File: config.mk
export PLATFORM = sky130hd
export DESIGN_NAME = sfp_pin_if
export DESIGN_NICKNAME = d
export VERILOG_FILES = /design/src/core/sfp_pkg.sv /design/src/core/sfp_sync.sv /design/src/core/sfp_pin_if.sv
export SDC_FILE = /design/constraint.sdc
export NUM_CORES = 1
export LEC_CHECK = 0
export BUFFER_PORTS_ARGS = -buffer_cell sky130_fd_sc_hd__buf_2
export CORE_MARGIN = 5
export CORE_UTILIZATION = 23
export CTS_CLUSTER_DIAMETER = 100
export DETAILED_ROUTE_END_ITERATION = 10
export GPL_ROUTABILITY_DRIVEN = 1
export HOLD_SLACK_MARGIN = 0.05
export PLACE_DENSITY_LB_ADDON = 0.3
export RECOVER_POWER = 50
export SETUP_SLACK_MARGIN = 0.1
export SLEW_MARGIN = 20
export SYNTH_ARGS = -nofsm -noshare
export SYNTH_HDL_FRONTEND = slang
export SYNTH_SLANG_ARGS = --single-unit
File: constraint.sdc
create_clock -name clk -period 3.3 [get_ports clk]
set_input_delay 0.165 -clock clk [delete_from_list [all_inputs] [get_ports clk]]
set_output_delay 0.165 -clock clk [all_outputs]
set_load 0.01 [all_outputs]
File: src/core/sfp_pkg.sv
package sfp_pkg;

   // ---------------------------------------------------------------
   // Timing
   // ---------------------------------------------------------------
   localparam int CLK_PERIOD_NS   = 20;
   localparam int RESTART_MIN_NS  = 1000;
   localparam int RESTART_MIN_CYC = (RESTART_MIN_NS + CLK_PERIOD_NS - 1) / CLK_PERIOD_NS;
   localparam int RESTART_CNT_W   = 7;

   // ---------------------------------------------------------------
   // Instruction codes and shape
   // ---------------------------------------------------------------
   localparam logic [7:0] OPC_DUAL_OUT = 8'h3B;
   localparam logic [7:0] OPC_DUAL_IO  = 8'hBB;
   localparam logic [7:0] OPC_QUAD_OUT = 8'h6B;
   localparam logic [7:0] OPC_QUAD_IO  = 8'hEB;
   localparam logic [3:0] BYTE_BITS    = 4'h8;
   localparam int         LANES        = 4;

   // Lane width codes: bits moved per serial clock edge
   localparam logic [3:0] WIDTH_ONE  = 4'h1;
   localparam logic [3:0] WIDTH_TWO  = 4'h2;
   localparam logic [3:0] WIDTH_FOUR = 4'h4;

   // ---------------------------------------------------------------
   // Types
   // ---------------------------------------------------------------
   typedef enum logic [1:0] {
      SFP_ST_IDLE = 2'b00,
      SFP_ST_OPC  = 2'b01,
      SFP_ST_BODY = 2'b10,
      SFP_ST_SKIP = 2'b11
   } sfp_state_e;

   // Pins as seen by the device
   typedef struct packed {
      logic             cs_b;
      logic             sck;
      logic             restart_b;
      logic [LANES-1:0] lane_in;
   } sfp_pins_s;

   // Lane drive toward the pins
   typedef struct packed {
      logic [LANES-1:0] lane_out;
      logic [LANES-1:0] lane_oe;
   } sfp_drive_s;

endpackage

File: src/core/sfp_sync.sv
// -------------------------------------------------------------------
// Two-stage synchroniser with constant reset value
// -------------------------------------------------------------------
module sfp_sync #(
   parameter int              W       = 1,
   parameter logic [W-1:0]    RST_VAL = '0
) (
   // Clock and reset
   input  wire logic         clk,
   input  wire logic         rst_b,
   // Data
   input  wire logic [W-1:0] d,
   output logic      [W-1:0] q
);

   logic [W-1:0] meta_reg;
   logic [W-1:0] q_reg;

   // First stage feeds only the second
   always_ff @(posedge clk) begin
      if (!rst_b) begin
         meta_reg <= RST_VAL;
         q_reg    <= RST_VAL;
      end else begin
         meta_reg <= d;
         q_reg    <= meta_reg;
      end
   end

   assign q = q_reg;

endmodule // sfp_sync

File: src/core/sfp_pin_if.sv
// Operation
// - Chip select high: deselected, lanes tri-stated
// - Accept instructions only after first select fall
// - Standard mode samples input on rising edge
// - Standard mode drives output on falling edge
// - Multi-lane: capture rising, drive falling
// - Quad only with enable; guard, pause become lanes
// - Guard low plus hardware policy blocks status write
// - Pause low: tri-state, ignore clock, then resume; the lanes of a byte being sent stay undriven until the next byte loads
// - Four-lane enable disables pause function
// - Guard and pause act only outside quad
// - Restart held one microsecond resets everything
// - Restart works in any state
// - Works with clock mode 0 or 3
// - Dual instructions use lanes zero and one
// - Quad instructions use lanes zero to three
// - Internal cycle survives chip select rise
module sfp_pin_if
   import sfp_pkg::*;
#(
   parameter logic [7:0] OPC_WRITE_STATUS = 8'h01
) (
   // Clock and reset
   input  wire logic       clk,
   input  wire logic       rst_b,
   // Serial pins
   input  sfp_pins_s       pins,
   output sfp_drive_s      drive,
   // Configuration from the status store
   input  wire logic       four_lane_enable,
   input  wire logic       status_lock_policy,
   // Transmit side
   input  wire logic       tx_valid,
   input  wire logic [7:0] tx_byte,
   output logic            tx_take,
   // Receive side
   output logic            opc_valid,
   output logic [7:0]      opc_byte,
   output logic            rx_valid,
   output logic [7:0]      rx_byte,
   // Frame and status
   output logic            frame_end,
   output logic            frame_abort,
   output logic            status_write_block,
   output logic            pause_active,
   output logic            dev_restart
);

   // ---------------------------------------------------------------
   // Pin synchronisers and serial clock edges
   // ---------------------------------------------------------------
   sfp_pins_s pins_s;
   logic      sck_prev_reg;
   logic      cs_prev_reg;
   logic      sck_rise;
   logic      sck_fall;
   logic      cs_fall;
   logic      cs_rise;

   sfp_sync #(.W(3), .RST_VAL(3'b111)) u_sync_ctl (
      .clk   (clk),
      .rst_b (rst_b),
      .d     ({pins.cs_b, pins.sck, pins.restart_b}),
      .q     ({pins_s.cs_b, pins_s.sck, pins_s.restart_b})
   );

   sfp_sync #(.W(LANES), .RST_VAL(4'hF)) u_sync_lane (
      .clk   (clk),
      .rst_b (rst_b),
      .d     (pins.lane_in),
      .q     (pins_s.lane_in)
   );

   // Edge detection on the synchronised copies, both clock modes alike
   assign sck_rise = pins_s.sck & ~sck_prev_reg;
   assign sck_fall = ~pins_s.sck & sck_prev_reg;
   assign cs_fall  = ~pins_s.cs_b & cs_prev_reg;
   assign cs_rise  = pins_s.cs_b & ~cs_prev_reg;

   // ---------------------------------------------------------------
   // Restart pin qualification
   // ---------------------------------------------------------------
   logic [RESTART_CNT_W-1:0] rst_cnt_reg;
   logic [RESTART_CNT_W-1:0] rst_cnt_next;
   logic                     restart_reg;
   logic                     restart_next;
   logic                     soft_rst;

   // Short glitches never restart; a full width low does, in any state
   always_comb begin
      rst_cnt_next = rst_cnt_reg;
      restart_next = 1'b0;
      if (pins_s.restart_b) begin
         rst_cnt_next = '0;
      end else if (rst_cnt_reg != RESTART_CNT_W'(RESTART_MIN_CYC)) begin
         rst_cnt_next = rst_cnt_reg + 1'b1;
         restart_next = (rst_cnt_reg == RESTART_CNT_W'(RESTART_MIN_CYC - 1));
      end
   end

   always_ff @(posedge clk) begin
      if (!rst_b) begin
         rst_cnt_reg <= '0;
         restart_reg <= 1'b0;
      end else begin
         rst_cnt_reg <= rst_cnt_next;
         restart_reg <= restart_next;
      end
   end

   // Restart has priority over every other pin
   assign soft_rst = restart_reg;

   // ---------------------------------------------------------------
   // Frame engine
   // ---------------------------------------------------------------
   sfp_state_e       st_reg,       st_next;
   logic [3:0]       cnt_reg,      cnt_next;
   logic [7:0]       sh_reg,       sh_next;
   logic [7:0]       opc_reg,      opc_next;
   logic [3:0]       in_w_reg,     in_w_next;
   logic [3:0]       out_w_reg,    out_w_next;
   logic             tx_mode_reg,  tx_mode_next;
   logic             armed_reg,    armed_next;
   logic             opc_v_reg,    opc_v_next;
   logic             rx_v_reg,     rx_v_next;
   logic [7:0]       rx_b_reg,     rx_b_next;
   logic             take_reg,     take_next;
   logic             end_reg,      end_next;
   logic             abort_reg,    abort_next;
   logic             swb_reg,      swb_next;
   logic             pause_reg,    pause_next;
   logic [LANES-1:0] lout_reg,     lout_next;
   logic [LANES-1:0] loe_reg,      loe_next;
   logic             quad_now;
   logic             pause_hit;
   logic             guard_low;
   logic [3:0]       cur_w;
   logic [3:0]       cnt_sum;
   logic [7:0]       in_bits;
   logic [7:0]       ld_byte;

   // Quad use of the shared pins removes their guard and pause role
   assign quad_now  = (in_w_reg == WIDTH_FOUR) | (out_w_reg == WIDTH_FOUR);
   assign pause_hit = ~pins_s.cs_b & ~pins_s.lane_in[3] & ~four_lane_enable & ~quad_now;
   assign guard_low = ~pins_s.lane_in[2] & ~four_lane_enable & ~quad_now;
   assign cur_w     = tx_mode_reg ? out_w_reg : in_w_reg;
   assign cnt_sum   = cnt_reg + cur_w;

   // Lanes gathered most significant bit first per edge
   always_comb begin
      in_bits = '0;
      unique case (in_w_reg)
         WIDTH_FOUR: in_bits = {sh_reg[3:0], pins_s.lane_in};
         WIDTH_TWO:  in_bits = {sh_reg[5:0], pins_s.lane_in[1:0]};
         default:    in_bits = {sh_reg[6:0], pins_s.lane_in[0]};
      endcase
   end

   always_comb begin
      st_next      = st_reg;
      cnt_next     = cnt_reg;
      sh_next      = sh_reg;
      opc_next     = opc_reg;
      in_w_next    = in_w_reg;
      out_w_next   = out_w_reg;
      tx_mode_next = tx_mode_reg;
      armed_next   = armed_reg;
      opc_v_next   = 1'b0;
      rx_v_next    = 1'b0;
      rx_b_next    = rx_b_reg;
      take_next    = 1'b0;
      end_next     = 1'b0;
      abort_next   = 1'b0;
      swb_next     = swb_reg;
      pause_next   = pause_hit;
      lout_next    = lout_reg;
      loe_next     = loe_reg;
      ld_byte      = tx_byte;

      if (cs_fall) begin
         armed_next = 1'b1;
      end

      if (pins_s.cs_b) begin
         // Deselected: lanes released, frame dropped
         loe_next     = '0;
         tx_mode_next = 1'b0;
         in_w_next    = WIDTH_ONE;
         out_w_next   = WIDTH_ONE;
         cnt_next     = '0;
         swb_next     = 1'b0;
         if (cs_rise && st_reg != SFP_ST_IDLE) begin
            end_next   = 1'b1;
            // A partial byte means the transaction is thrown away
            abort_next = ((cnt_reg != 4'h0) & ~(tx_mode_reg & (cnt_reg == BYTE_BITS))) |
                         (st_reg == SFP_ST_OPC);
         end
         // Internal cycles run on elsewhere; nothing here stops them
         st_next = SFP_ST_IDLE;
      end else if (pause_hit) begin
         // Paused: outputs floated, clock and input ignored, state kept
         loe_next = '0;
      end else begin
         if (st_reg == SFP_ST_IDLE && cs_fall && armed_next) begin
            st_next = SFP_ST_OPC;
         end
         // Drive stays off unless transmitting on the current lanes
         if (!tx_mode_reg) begin
            loe_next = '0;
         end

         // Rising edge: sample the input lanes
         if (sck_rise && !tx_mode_reg &&
             (st_reg == SFP_ST_OPC || st_reg == SFP_ST_BODY)) begin
            sh_next  = in_bits;
            cnt_next = cnt_sum;
            if (cnt_sum == BYTE_BITS) begin
               cnt_next = '0;
               if (st_reg == SFP_ST_OPC) begin
                  opc_next   = in_bits;
                  opc_v_next = 1'b1;
                  st_next    = SFP_ST_BODY;
                  unique case (in_bits)
                     OPC_DUAL_OUT: out_w_next = WIDTH_TWO;
                     OPC_DUAL_IO: begin
                        in_w_next  = WIDTH_TWO;
                        out_w_next = WIDTH_TWO;
                     end
                     OPC_QUAD_OUT, OPC_QUAD_IO: begin
                        if (four_lane_enable) begin
                           out_w_next = WIDTH_FOUR;
                           in_w_next  = (in_bits == OPC_QUAD_IO) ? WIDTH_FOUR : WIDTH_ONE;
                        end else begin
                           opc_v_next = 1'b0;
                           st_next    = SFP_ST_SKIP;
                        end
                     end
                     default: begin
                        in_w_next  = WIDTH_ONE;
                        out_w_next = WIDTH_ONE;
                     end
                  endcase
                  // Guard pin sampled with the code it protects
                  if (in_bits == OPC_WRITE_STATUS) begin
                     swb_next = guard_low & status_lock_policy;
                  end
               end else begin
                  rx_b_next = in_bits;
                  rx_v_next = 1'b1;
               end
            end
         end

         // Falling edge: present the next lane group
         if (sck_fall && st_reg == SFP_ST_BODY) begin
            if (tx_mode_reg && cnt_reg != BYTE_BITS) begin
               // Next group of the byte in flight; the count holds bits already shown
               cnt_next = cnt_sum;
               sh_next  = sh_reg << out_w_reg;
               unique case (out_w_reg)
                  WIDTH_FOUR: lout_next      = sh_reg[7:4];
                  WIDTH_TWO:  lout_next[1:0] = sh_reg[7:6];
                  default:    lout_next[1]   = sh_reg[7];
               endcase
            end else begin
               if (tx_mode_reg) begin
                  // Last group has had its full phase: release unless reloaded
                  cnt_next     = '0;
                  tx_mode_next = 1'b0;
                  loe_next     = '0;
               end
               if (cnt_next == 4'h0 && tx_valid) begin
               // Load a fresh byte and put its first group out at once
               take_next    = 1'b1;
               tx_mode_next = 1'b1;
               cnt_next     = out_w_reg;
               sh_next      = ld_byte << out_w_reg;
               lout_next    = '0;
               loe_next     = '0;
               unique case (out_w_reg)
                  WIDTH_FOUR: begin
                     lout_next = ld_byte[7:4];
                     loe_next  = 4'hF;
                  end
                  WIDTH_TWO: begin
                     lout_next[1:0] = ld_byte[7:6];
                     loe_next[1:0]  = 2'h3;
                  end
                  default: begin
                     lout_next[1] = ld_byte[7];
                     loe_next[1]  = 1'b1;
                  end
               endcase
               end
            end
         end
      end
   end

   // Restart returns every bit to its power-on value
   always_ff @(posedge clk) begin
      if (!rst_b || soft_rst) begin
         st_reg       <= SFP_ST_IDLE;
         cnt_reg      <= '0;
         sh_reg       <= '0;
         opc_reg      <= '0;
         in_w_reg     <= WIDTH_ONE;
         out_w_reg    <= WIDTH_ONE;
         tx_mode_reg  <= 1'b0;
         armed_reg    <= 1'b0;
         opc_v_reg    <= 1'b0;
         rx_v_reg     <= 1'b0;
         rx_b_reg     <= '0;
         take_reg     <= 1'b0;
         end_reg      <= 1'b0;
         abort_reg    <= 1'b0;
         swb_reg      <= 1'b0;
         pause_reg    <= 1'b0;
         lout_reg     <= '0;
         loe_reg      <= '0;
         sck_prev_reg <= 1'b0;
         // Low so a select already low at restart is not taken as a fresh fall
         cs_prev_reg  <= 1'b0;
      end else begin
         st_reg       <= st_next;
         cnt_reg      <= cnt_next;
         sh_reg       <= sh_next;
         opc_reg      <= opc_next;
         in_w_reg     <= in_w_next;
         out_w_reg    <= out_w_next;
         tx_mode_reg  <= tx_mode_next;
         armed_reg    <= armed_next;
         opc_v_reg    <= opc_v_next;
         rx_v_reg     <= rx_v_next;
         rx_b_reg     <= rx_b_next;
         take_reg     <= take_next;
         end_reg      <= end_next;
         abort_reg    <= abort_next;
         swb_reg      <= swb_next;
         pause_reg    <= pause_next;
         lout_reg     <= lout_next;
         loe_reg      <= loe_next;
         sck_prev_reg <= pins_s.sck;
         cs_prev_reg  <= pins_s.cs_b;
      end
   end

   // ---------------------------------------------------------------
   // Outputs, all straight from flip-flops
   // ---------------------------------------------------------------
   assign drive.lane_out      = lout_reg;
   assign drive.lane_oe       = loe_reg;
   assign tx_take             = take_reg;
   assign opc_valid           = opc_v_reg;
   assign opc_byte            = opc_reg;
   assign rx_valid            = rx_v_reg;
   assign rx_byte             = rx_b_reg;
   assign frame_end           = end_reg;
   assign frame_abort         = abort_reg;
   assign status_write_block  = swb_reg;
   assign pause_active        = pause_reg;
   assign dev_restart         = restart_reg;

endmodule // sfp_pin_if

==> Word level (Yosys, flattened, before mapping) <==
Cells that the tools add are included.
Widths: inputs -> output; s select.
{ "op_classes": {"addsub": 2, "eq_ne": 19, "shift": 2, "n_mux": 48, "bitwise_logic": 33, "n_reduce_logical": 39} }
{ "ops": {"columns": ["op", "n"], "rows": [
  ["$mux 4", 20],
  ["$mux 8", 4],
  ["$reduce_and 5->1", 6],
  ["$not 1->1", 19],
  ["$eq 8x8->1 const B", 2],
  ["$pmux 8 s2", 1],
  ["$shl 8x4->8", 2],
  ["$mux 2", 7],
  ["$and 1x1->1", 12],
  ["$pmux 4 s3", 1],
  ["$reduce_or 2->1", 6],
  ["$mux 1", 11],
  ["$reduce_or 5->1", 2],
  ["$reduce_or 3->1", 3],
  ["$eq 4x2->1 const B", 2],
  ["$eq 4x3->1 const B", 2],
  ["$eq 4x4->1 const B", 2],
  ["$eq 8x1->1 const B", 1],
  ["$eq 8x6->1 const B", 1],
  ["$eq 8x7->1 const B", 1],
  ["$logic_and 1x1->1", 8],
  ["$pmux 4 s2", 1],
  ["$add 7x1->7 const B", 1],
  ["$eq 7x6->1 const B", 1],
  ["21 further kinds", 27]
]} }
{ "word_totals": {"reg_bits": 79, "input_bits": 20, "out_inout_bits": 32, "word_cells": 171} }

==> Depth between registers and ports, before layout <==
Gate-level depths: netlist of run 1.
{ "logic_depth": {"ltp_word": 15, "mapped_depth": 16, "mapped_depth_nobuf": 11} }

==> Modules after synthesis <==
From an unflattened synthesis of run 1, not the netlist that was laid out.
{ "hier_totals": {"cells_unflattened": 539, "area_unflattened_um2": 4460.5} }
{ "modules_own_cells": {"columns": ["mod", "n_inst", "cells_per_inst", "area_each_um2", "seq_area_each_um2"], "rows": [
  ["sfp_pin_if", 1, 511, 4092.7, 1241.2],
  ["sfp_sync at u_sync_lane", 1, 16, 210.2, 160.2],
  ["sfp_sync at u_sync_ctl", 1, 12, 157.7, 120.1]
]} }

==> Worst setup path before layout of run 1 <==
OpenSTA, ideal clock, no wires.
{ "synth_timing": {"path_kind": "register to register", "start": "reg out_w_reg[0]", "end": "reg rx_b_reg[0], in the netlist rx_byte[0]", "setup_ns": 0.128, "arrival_time_ns": 3.437, "required_ns": 3.172, "slack_ns": -0.264, "stages_incl_launch_ff": 15, "path_buffers": 3, "period_less_slack_ns": 3.564, "cell_sequence": "dfxtp_1 -> buf_6 -> clkbuf_1 -> clkbuf_1 -> nand2_1 -> o21ai_0 -> ha_1 -> inv_1 -> fa_1 -> nor2b_1 -> nand2_1 -> or4_1 -> nor3_4 -> mux2i_1 -> nor2_1"} }
{ "synth_via": {"elab_chain_cells": 6, "word_cells_on_any_way": 9, "classes_between": "add/sub: 1; eq/ne: 2; mux: 1; bitwise: 4; reduce/logical: 1"} }
{ "synth_lines": {"columns": ["item", "line", "source"], "rows": [
  ["start: declaration", "sfp_pin_if.sv:122", "logic [3:0] out_w_reg, out_w_next;"],
  ["start signal: assignment", "sfp_pin_if.sv:331", "out_w_reg <= out_w_next;"],
  ["parallel branches: the longest is 5 deep, another holds $add 4x4->4", null, null],
  ["$reduce_and 5->1 (no source line) *", null, null],
  ["end signal: assignment", "sfp_pin_if.sv:336", "rx_b_reg <= rx_b_next;"],
  ["end: declaration", "sfp_pin_if.sv:127", "logic [7:0] rx_b_reg, rx_b_next;"]
]} }
Every way passes the cells marked *.
A chain may end at the register's enable or synchronous reset.

==> Final worst setup path of run 1 <==
{ "layout_timing": {"start": "reg tx_mode_reg", "end": "reg sh_reg[2]"} }
{ "layout_via": {"elab_chain_cells": 15, "word_cells_on_any_way": 20, "classes_between": "add/sub: 1; eq/ne: 1; mux: 12; reduce/logical: 6"} }
{ "layout_lines": {"columns": ["item", "line", "source"], "rows": [
  ["start: declaration", "sfp_pin_if.sv:123", "logic tx_mode_reg, tx_mode_next;"],
  ["start signal: assignment", "sfp_pin_if.sv:332", "tx_mode_reg <= tx_mode_next;"],
  ["$mux 4", "sfp_pin_if.sv:147", "assign cur_w = tx_mode_reg ? out_w_reg : in_w_reg;"],
  ["$add 4x4->4", "sfp_pin_if.sv:148", "assign cnt_sum = cnt_reg + cur_w;"],
  ["$eq 4x4->1", "sfp_pin_if.sv:218", "if (cnt_sum == BYTE_BITS) begin"],
  ["$mux 4", "sfp_pin_if.sv:218", null],
  ["$mux 4", "sfp_pin_if.sv:214", "if (sck_rise && !tx_mode_reg &&"],
  ["$mux 4", "sfp_pin_if.sv:267", "if (tx_mode_reg) begin"],
  ["$mux 4", "sfp_pin_if.sv:257", "if (tx_mode_reg && cnt_reg != BYTE_BITS) begin"],
  ["$mux 4", "sfp_pin_if.sv:256", "if (sck_fall && st_reg == SFP_ST_BODY) begin"],
  ["$mux 4", "sfp_pin_if.sv:201", "end else if (pause_hit) begin"],
  ["$mux 4", "sfp_pin_if.sv:185", "if (pins_s.cs_b) begin"],
  ["$logic_not 4->1", "sfp_pin_if.sv:273", "if (cnt_next == 4'h0 && tx_valid) begin"],
  ["$logic_and 1x1->1", "sfp_pin_if.sv:273", null],
  ["$mux 8", "sfp_pin_if.sv:273", null],
  ["$mux 8", "sfp_pin_if.sv:257", null],
  ["$mux 8 *", "sfp_pin_if.sv:256", null],
  ["end signal: assignment", "sfp_pin_if.sv:328", "sh_reg <= sh_next;"],
  ["end: declaration", "sfp_pin_if.sv:119", "logic [7:0] sh_reg, sh_next;"]
]} }
Every way passes the cells marked *; elsewhere a longest branch is shown, timed or not. The select of a mux whose other input is x is not followed.

==> results_dict.tcl, run 1 <==
set metrics [dict create \
    first_global_vias 4037 \
    grt-ovfl-total 0 \
    p_per_area_nw_per_um2 376.4 \
    netlist_instances 538 \
    drv_slew 0 \
    power.switching_mw 0.5131 \
    clkSinkCount 76 \
    synth_fp_nets 569 \
    clk_pin_slew_ps 60 \
    pin_count 52 \
    drc_errors 0 \
    core_area_um2 19590 \
    synth_seq_cells 76 \
    htree_num_levels 3 \
    slowest_stage "or4_1" \
    p_int_mw 1.578 \
    drt_pass1_iterations 5 \
    worst-path-max-fanout 13 \
    die_area_um2 22900 \
    hold_viol 0 \
    vias 4275 \
    grt_setup_unrepaired "true" \
    period_minus_slack_ps 3049 \
    placed_cell_area_um2 5209 \
    ys_seq_area_share_pct 33.12 \
    synth.distinct_cells 76 \
    nets 628 \
    gp_congestion 0.8650 \
    power.leakage_nw 1.952 \
    synth-edff-count 0 \
    ant_nets 0 \
    clock.fmax_mhz 328.0 \
    grt_max_degree 26 \
    diodes 0 \
    worstSetupStartpointType "flop" \
    hpwl_mm 10.53 \
    antenna_found_initial 0 \
    max_cap_viol_count 0 \
    numCtsBuffers 9 \
    die_w_um 151.3 \
    p_comb_share_pct 5.8 \
    finalSetupTns_ps 0 \
    cts-root-buf "clkbuf_16" \
    die_h_um 151.3 \
    setup_viol 0 \
    maxSlewHeadroom_pct 53.23 \
    seqCellArea_um2 1521 \
    yosysWarnings 0 \
    track_usage_pct 12.70 \
    multi_input_area_um2 2865 \
    rows 51 \
    period_share_pct 92.38 \
    ys.flop_type "dfxtp_1" \
    fill_cells 2169 \
    p_seq_share_pct 45.2 \
    crit_required_ps 3560 \
    path_buf_inv 3 \
    final_area_um2 5557 \
    drtIter0Drc 318 \
    ir_worst_vdd_uv 227.4 \
    clkPwrFrac_pct 49.0 \
    drive_gt1_share_pct 14.95 \
    slowest_delay_ps 500 \
    synth_area_leader_cell "dfxtp_1" \
    avgSynthCellArea_um2 8.540 \
    routed_wirelength_mm 14.26 \
    hp-class "primary input to flop" \
    cp_common_cell "buf_4" \
    cp_top_family "simple AND/OR/NAND/NOR gates" \
    grt_pass1_wl_mm 22.71 \
    synth_area_leaders "dfxtp_1 (33%), mux2i_1 (6.3%), nor2_1 (4.7%), a21oi_1 (4.2%), nand2_1 (2.9%)" \
    start_util_pct 23.45 \
    r2r_slack_ps 250 \
    worst_ep_arrival_time_ps 3310 \
    io_buffers 51 \
    async_flop_share_pct 0 \
    crit_type "flop to flop" \
    drt-wirelength-per-cell_um 16.45 \
    syn_area_um2 4594 \
    area_delta_synth_final_pct 20.94 \
    cp-end-kind "flop" \
    crit_chain "buf_4, mux2i_2, fa_1, nor2b_2, and2_0, nor4_1, buf_4, a211oi_2, buf_4, or4_1, o211ai_1" \
    netSwitchingFraction_pct 24.53 \
    clock_skew_ps 5.941 \
    synth_top_area_share_pct 33.12 \
    vias_per_cell 4.931 \
    outcome "finished clean" \
    clock_latency_ps 340 \
    cts.repair_timing.setup_buffer_count 0 \
    worstMarginPinSlew_ps 694.2 \
    tritoncts "built" \
    cts_buffer_depth 2 \
]
## layout make-up
type,instances,share of cell area (%)
clock buffers,10,4.121
clock inverters,6,1.306
inverters,19,1.283
multi-input cells,409,51.56
flip-flops and latches,76,27.38
well taps,265,5.967
repair buffers,82,8.376
## logic make-up (layout without fill, tap and decap cells)
family	Yosys count	in the layout	share of synthesized area, %
AND/OR/NAND/NOR	213	213	26.47
AO/OA/AOI/OAI	133	133	18.79
flip-flops	76	76	33.12
buffers and inverters	53	117	5.174
multiplexers	42	42	11.06
adder cells (fa/ha/maj)	11	11	3.159
XOR/XNOR	10	10	2.233
## final timing paths
path                                           endpoint  cells after the start                   start
worst min register to register          u_sync_ctl.q[1]                      1  u_sync_ctl.meta_reg[1]
worst min-delay path            u_sync_lane.meta_reg[0]                      2                   rst_b
worst max-delay path                          sh_reg[2]                     11             tx_mode_reg
worst max register to register                sh_reg[2]                     11             tx_mode_reg
## routing by layer
layer | routed length [um] | track usage (%) | vias up
met4 | 246 | 3.581 | 0
met3 | 1099 | 3.142 | 15
met5 | 0 | 0 | -
met1 | 7043 | 18.66 | 1988
met2 | 5871 | 18.29 | 168
li1 | - | - | 2104
## cell usage in the layout (no fill, tap or decap), types with 5 or more instances in the layout
master,n
a31oi_1,9
nor2b_1,5
mux2_2,7
nor4_1,6
buf_2,19
or4_1,5
dlygate4sd3_1,7
o22ai_1,5
dfxtp_1,76
o31ai_1,5
ha_1,10
mux2i_1,28
xnor2_1,5
o21ai_0,25
a21oi_1,39
clkbuf_1,34
nand3b_1,10
inv_1,19
nor3_1,9
nand2_1,35
buf_4,22
nand2b_1,18
nor2_1,57
nand4_1,6
a211oi_1,5
o211ai_1,12
clkbuf_16,9
nand3_1,21
## synth_stat cells (3+ instances only)
library cell	instances
nor3_1	9
o31ai_1	5
xor2_1	3
xnor2_1	5
nand2_1	35
buf_4	4
and2_1	4
a31oi_1	9
a211oi_1	5
o2bb2ai_1	3
o22ai_1	5
nor4_1	6
buf_2	7
nand4_1	6
nor3b_1	3
nor2b_1	6
dfxtp_1	76
nand3b_1	10
or4_1	6
inv_1	19
o2111ai_1	4
nand2b_1	18
buf_1	3
nand4b_1	3
and3_1	4
nor2_1	57
mux4_1	4
mux2i_1	29
mux2_2	7
clkbuf_1	18
o21ai_0	26
a21oi_1	39
ha_1	10
nand3_1	21
o211ai_1	12
or3_1	3
nor4bb_1	3
## power groups by stage
stage	Clock [mW]	Sequential, mW	Combinational [mW]
final	1.02	0.946	0.122
after global routing	1.10	0.947	0.135
after CTS	1.06	0.945	0.122
after detailed placement	0	0.966	0.115
after global placement	0	0.966	0.115
after floorplan	0	0.959	0.0724
## what timing repair did
item | CTS | global route
resized for setup | 0 | 5
hold endpoints to repair | 7 | 0
endpoints found under the setup margin | 0 | 13
hold buffers | 7 | 0
## through the flow
step	total power [mW]	hold WS [ps]	utilization [%]	instances	setup slack (ps)
2_1_floorplan	1.032	238.0	-	538	114.4
3_3_place_gp	1.082	345.8	26.59	844	245.6
3_5_place_dp	1.081	347.5	26.59	844	202.4
4_1_cts	2.127	136.6	28.49	867	183.1
5_1_grt	2.179	153.7	28.36	867	90.45
6_report	2.091	141.2	28.36	867	251.5
Power figures use the tool's default switching activity.
==> inputs of run 2 (changes only) <==
- clock period: 3.3 -> 3.9 ns (I/O delays scaled with it)
==> run 2 against run 1 <==
Net effect: total power fell by 19%; critical path type unchanged; sequential power down 15%; largest power group is now registers; combinational power is 16% lower; wire length grew 0.13%; fmax decreased by 13%; critical path depth is 1 higher; highest routed layer unchanged.
==> results_dict.tcl, run 2 (synthesis results as in run 1) <==
set metrics [dict create \
    worst_ep_arrival_time_ps 3740 \
    ir_worst_vdd_uv 217.8 \
    multi_input_area_um2 2843 \
    fill_cells 2166 \
    start_util_pct 23.45 \
    hp-class "primary input to flop" \
    clk_pin_slew_ps 60 \
    clkSinkCount 76 \
    vias 4190 \
    nets 619 \
    fin_ws_ps 386.3 \
    cts.repair_timing.setup_buffer_count 0 \
    worst-path-max-fanout 14 \
    setup_viol 0 \
    crit_end "sh_reg[3]" \
    drc_errors 0 \
    hpwl_mm 10.28 \
    drt-wirelength-per-cell_um 16.64 \
    vias_per_cell 4.883 \
    cp_common_cell "inv_1" \
    die_w_um 151.3 \
    startpoint "in_w_reg[0]" \
    clock.fmax_mhz 284.6 \
    grt_setup_unrepaired "false" \
    grt-ovfl-total 0 \
    htree_num_levels 3 \
    crit_required_ps 4130 \
    crit_type "flop to flop" \
    finalSetupTns_ps 0 \
    grt_pass1_wl_mm 22.48 \
    numCtsBuffers 9 \
    antenna_found_initial 0 \
    ant_nets 0 \
    dp.cells 835 \
    drive_gt1_share_pct 12.82 \
    cp-end-kind "flop" \
    gp_congestion 0.8952 \
    drv_slew 0 \
    slowest_delay_ps 540 \
    area_delta_synth_final_pct 18.38 \
    cts-root-buf "clkbuf_16" \
    clock_skew_ps 7.696 \
    maxSlewHeadroom_pct 47.26 \
    crit_chain "inv_1, o21ai_0, ha_1, inv_1, fa_1, nor2b_1, and2_0, nor4_1, a211oi_2, buf_4, and4_1, a211o_1" \
    hold_viol 0 \
    rows 51 \
    final_common_cell "dfxtp_1" \
    cts_buffer_depth 2 \
    tritoncts "built" \
    drt_pass1_iterations 5 \
    clock_latency_ps 340 \
    outcome "finished clean" \
    ff2ff_path_depth 12 \
    io_buffers 51 \
    final_cells 858 \
    mostFrequentLayoutCells "dfxtp_1 (76), nor2_1 (57), a21oi_1 (39)" \
    pre_cts_ws_ps 442.0 \
    seqCellArea_um2 1521 \
    diodes 0 \
    core_area_um2 19590 \
    period_share_pct 90.09 \
    track_usage_pct 12.62 \
    power.leakage_nw 1.877 \
    r2r_slack_ps 390 \
    p_per_area_nw_per_um2 310.0 \
    worstMarginPinSlew_ps 788.2 \
    reg2reg_from "in_w_reg[0]" \
    drtIter0Drc 487 \
    die_area_um2 22900 \
    max_cap_viol_count 0 \
    period_minus_slack_ps 3514 \
    grt_max_degree 26 \
    cts_resized 0 \
    worstSetupStartpointType "flop" \
    die_h_um 151.3 \
    slowest_stage "dfxtp_1" \
    pin_count 52 \
    routed_wirelength_mm 14.28 \
    worstReg2RegEnd "sh_reg[3]" \
    first_global_vias 3915 \
]
-- run 2: where the power goes --
| part | total [mW] | switching, mW | internal [mW] |
|---|---|---|---|
| clock network | 0.783 | 0.348 | 0.435 |
| registers | 0.800 | 0.0122 | 0.788 |
| logic | 0.103 | 0.0598 | 0.0431 |
-- run 2: cell type report --
| class | instances | share of cell area [%] |
|---|---|---|
| Inverter | 19 | 1.311 |
| Timing Repair Buffer | 73 | 7.246 |
| Sequential cell | 76 | 27.97 |
| Tap cell | 265 | 6.096 |
| Multi-Input combinational cell | 409 | 52.27 |
| Clock buffer | 10 | 4.210 |
| Clock inverter | 6 | 0.8972 |
-- run 2: worst min path at each step --
| stage | startpoint | to | slack (ps) | cells after the start |
|---|---|---|---|---|
| after floorplan | rst_b | u_sync_ctl.meta_reg[2] | 270 | 1 |
| after global placement | pins[0] | u_sync_lane.meta_reg[0] | 380 | 2 |
| after detailed placement | pins[2] | u_sync_lane.meta_reg[2] | 380 | 2 |
| after CTS | rst_b | u_sync_lane.meta_reg[0] | 170 | 2 |
| after global routing | rst_b | u_sync_ctl.q[0] | 180 | 2 |
| final | rst_b | u_sync_lane.meta_reg[0] | 180 | 2 |
-- run 2: metal layers --
metal	part of all wire, %	vias up	global-route usage [%]
met1	51	1957	18.78
met3	6.1	16	2.873
met5	0	-	0
met4	1.5	0	3.717
met2	42	141	17.96
li1	-	2076	-
-- run 2: worst max-delay path, delay by kind of cell (launching register included) --
kind | cells | cell delay (ps)
AO/OA/AOI/OAI | 3 | 590
adder cells (fa/ha/maj) | 2 | 700
buffers and inverters | 3 | 450
flip-flops | 1 | 540
AND/OR/NAND/NOR | 4 | 1120
-- run 2: timing repair --
item / 4_1_cts / 5_1_grt
hold buffers: 7 / 0
hold endpoints to repair: 7 / 0
endpoints found under the setup margin: 0 / 0
-- run 2: stage by stage --
stage | instance area [um2] | power [mW] | utilization, % | hold slack (ps)
global placement | 5135 | 0.9143 | 26.21 | 376.5
finish | 5439 | 1.686 | 27.76 | 178.1
detailed placement | 5135 | 0.9136 | 26.21 | 377.5
floorplan | 4594 | 0.8730 | - | 268.0
CTS | 5483 | 1.713 | 27.99 | 165.4
global route | 5439 | 1.761 | 27.76 | 183.1
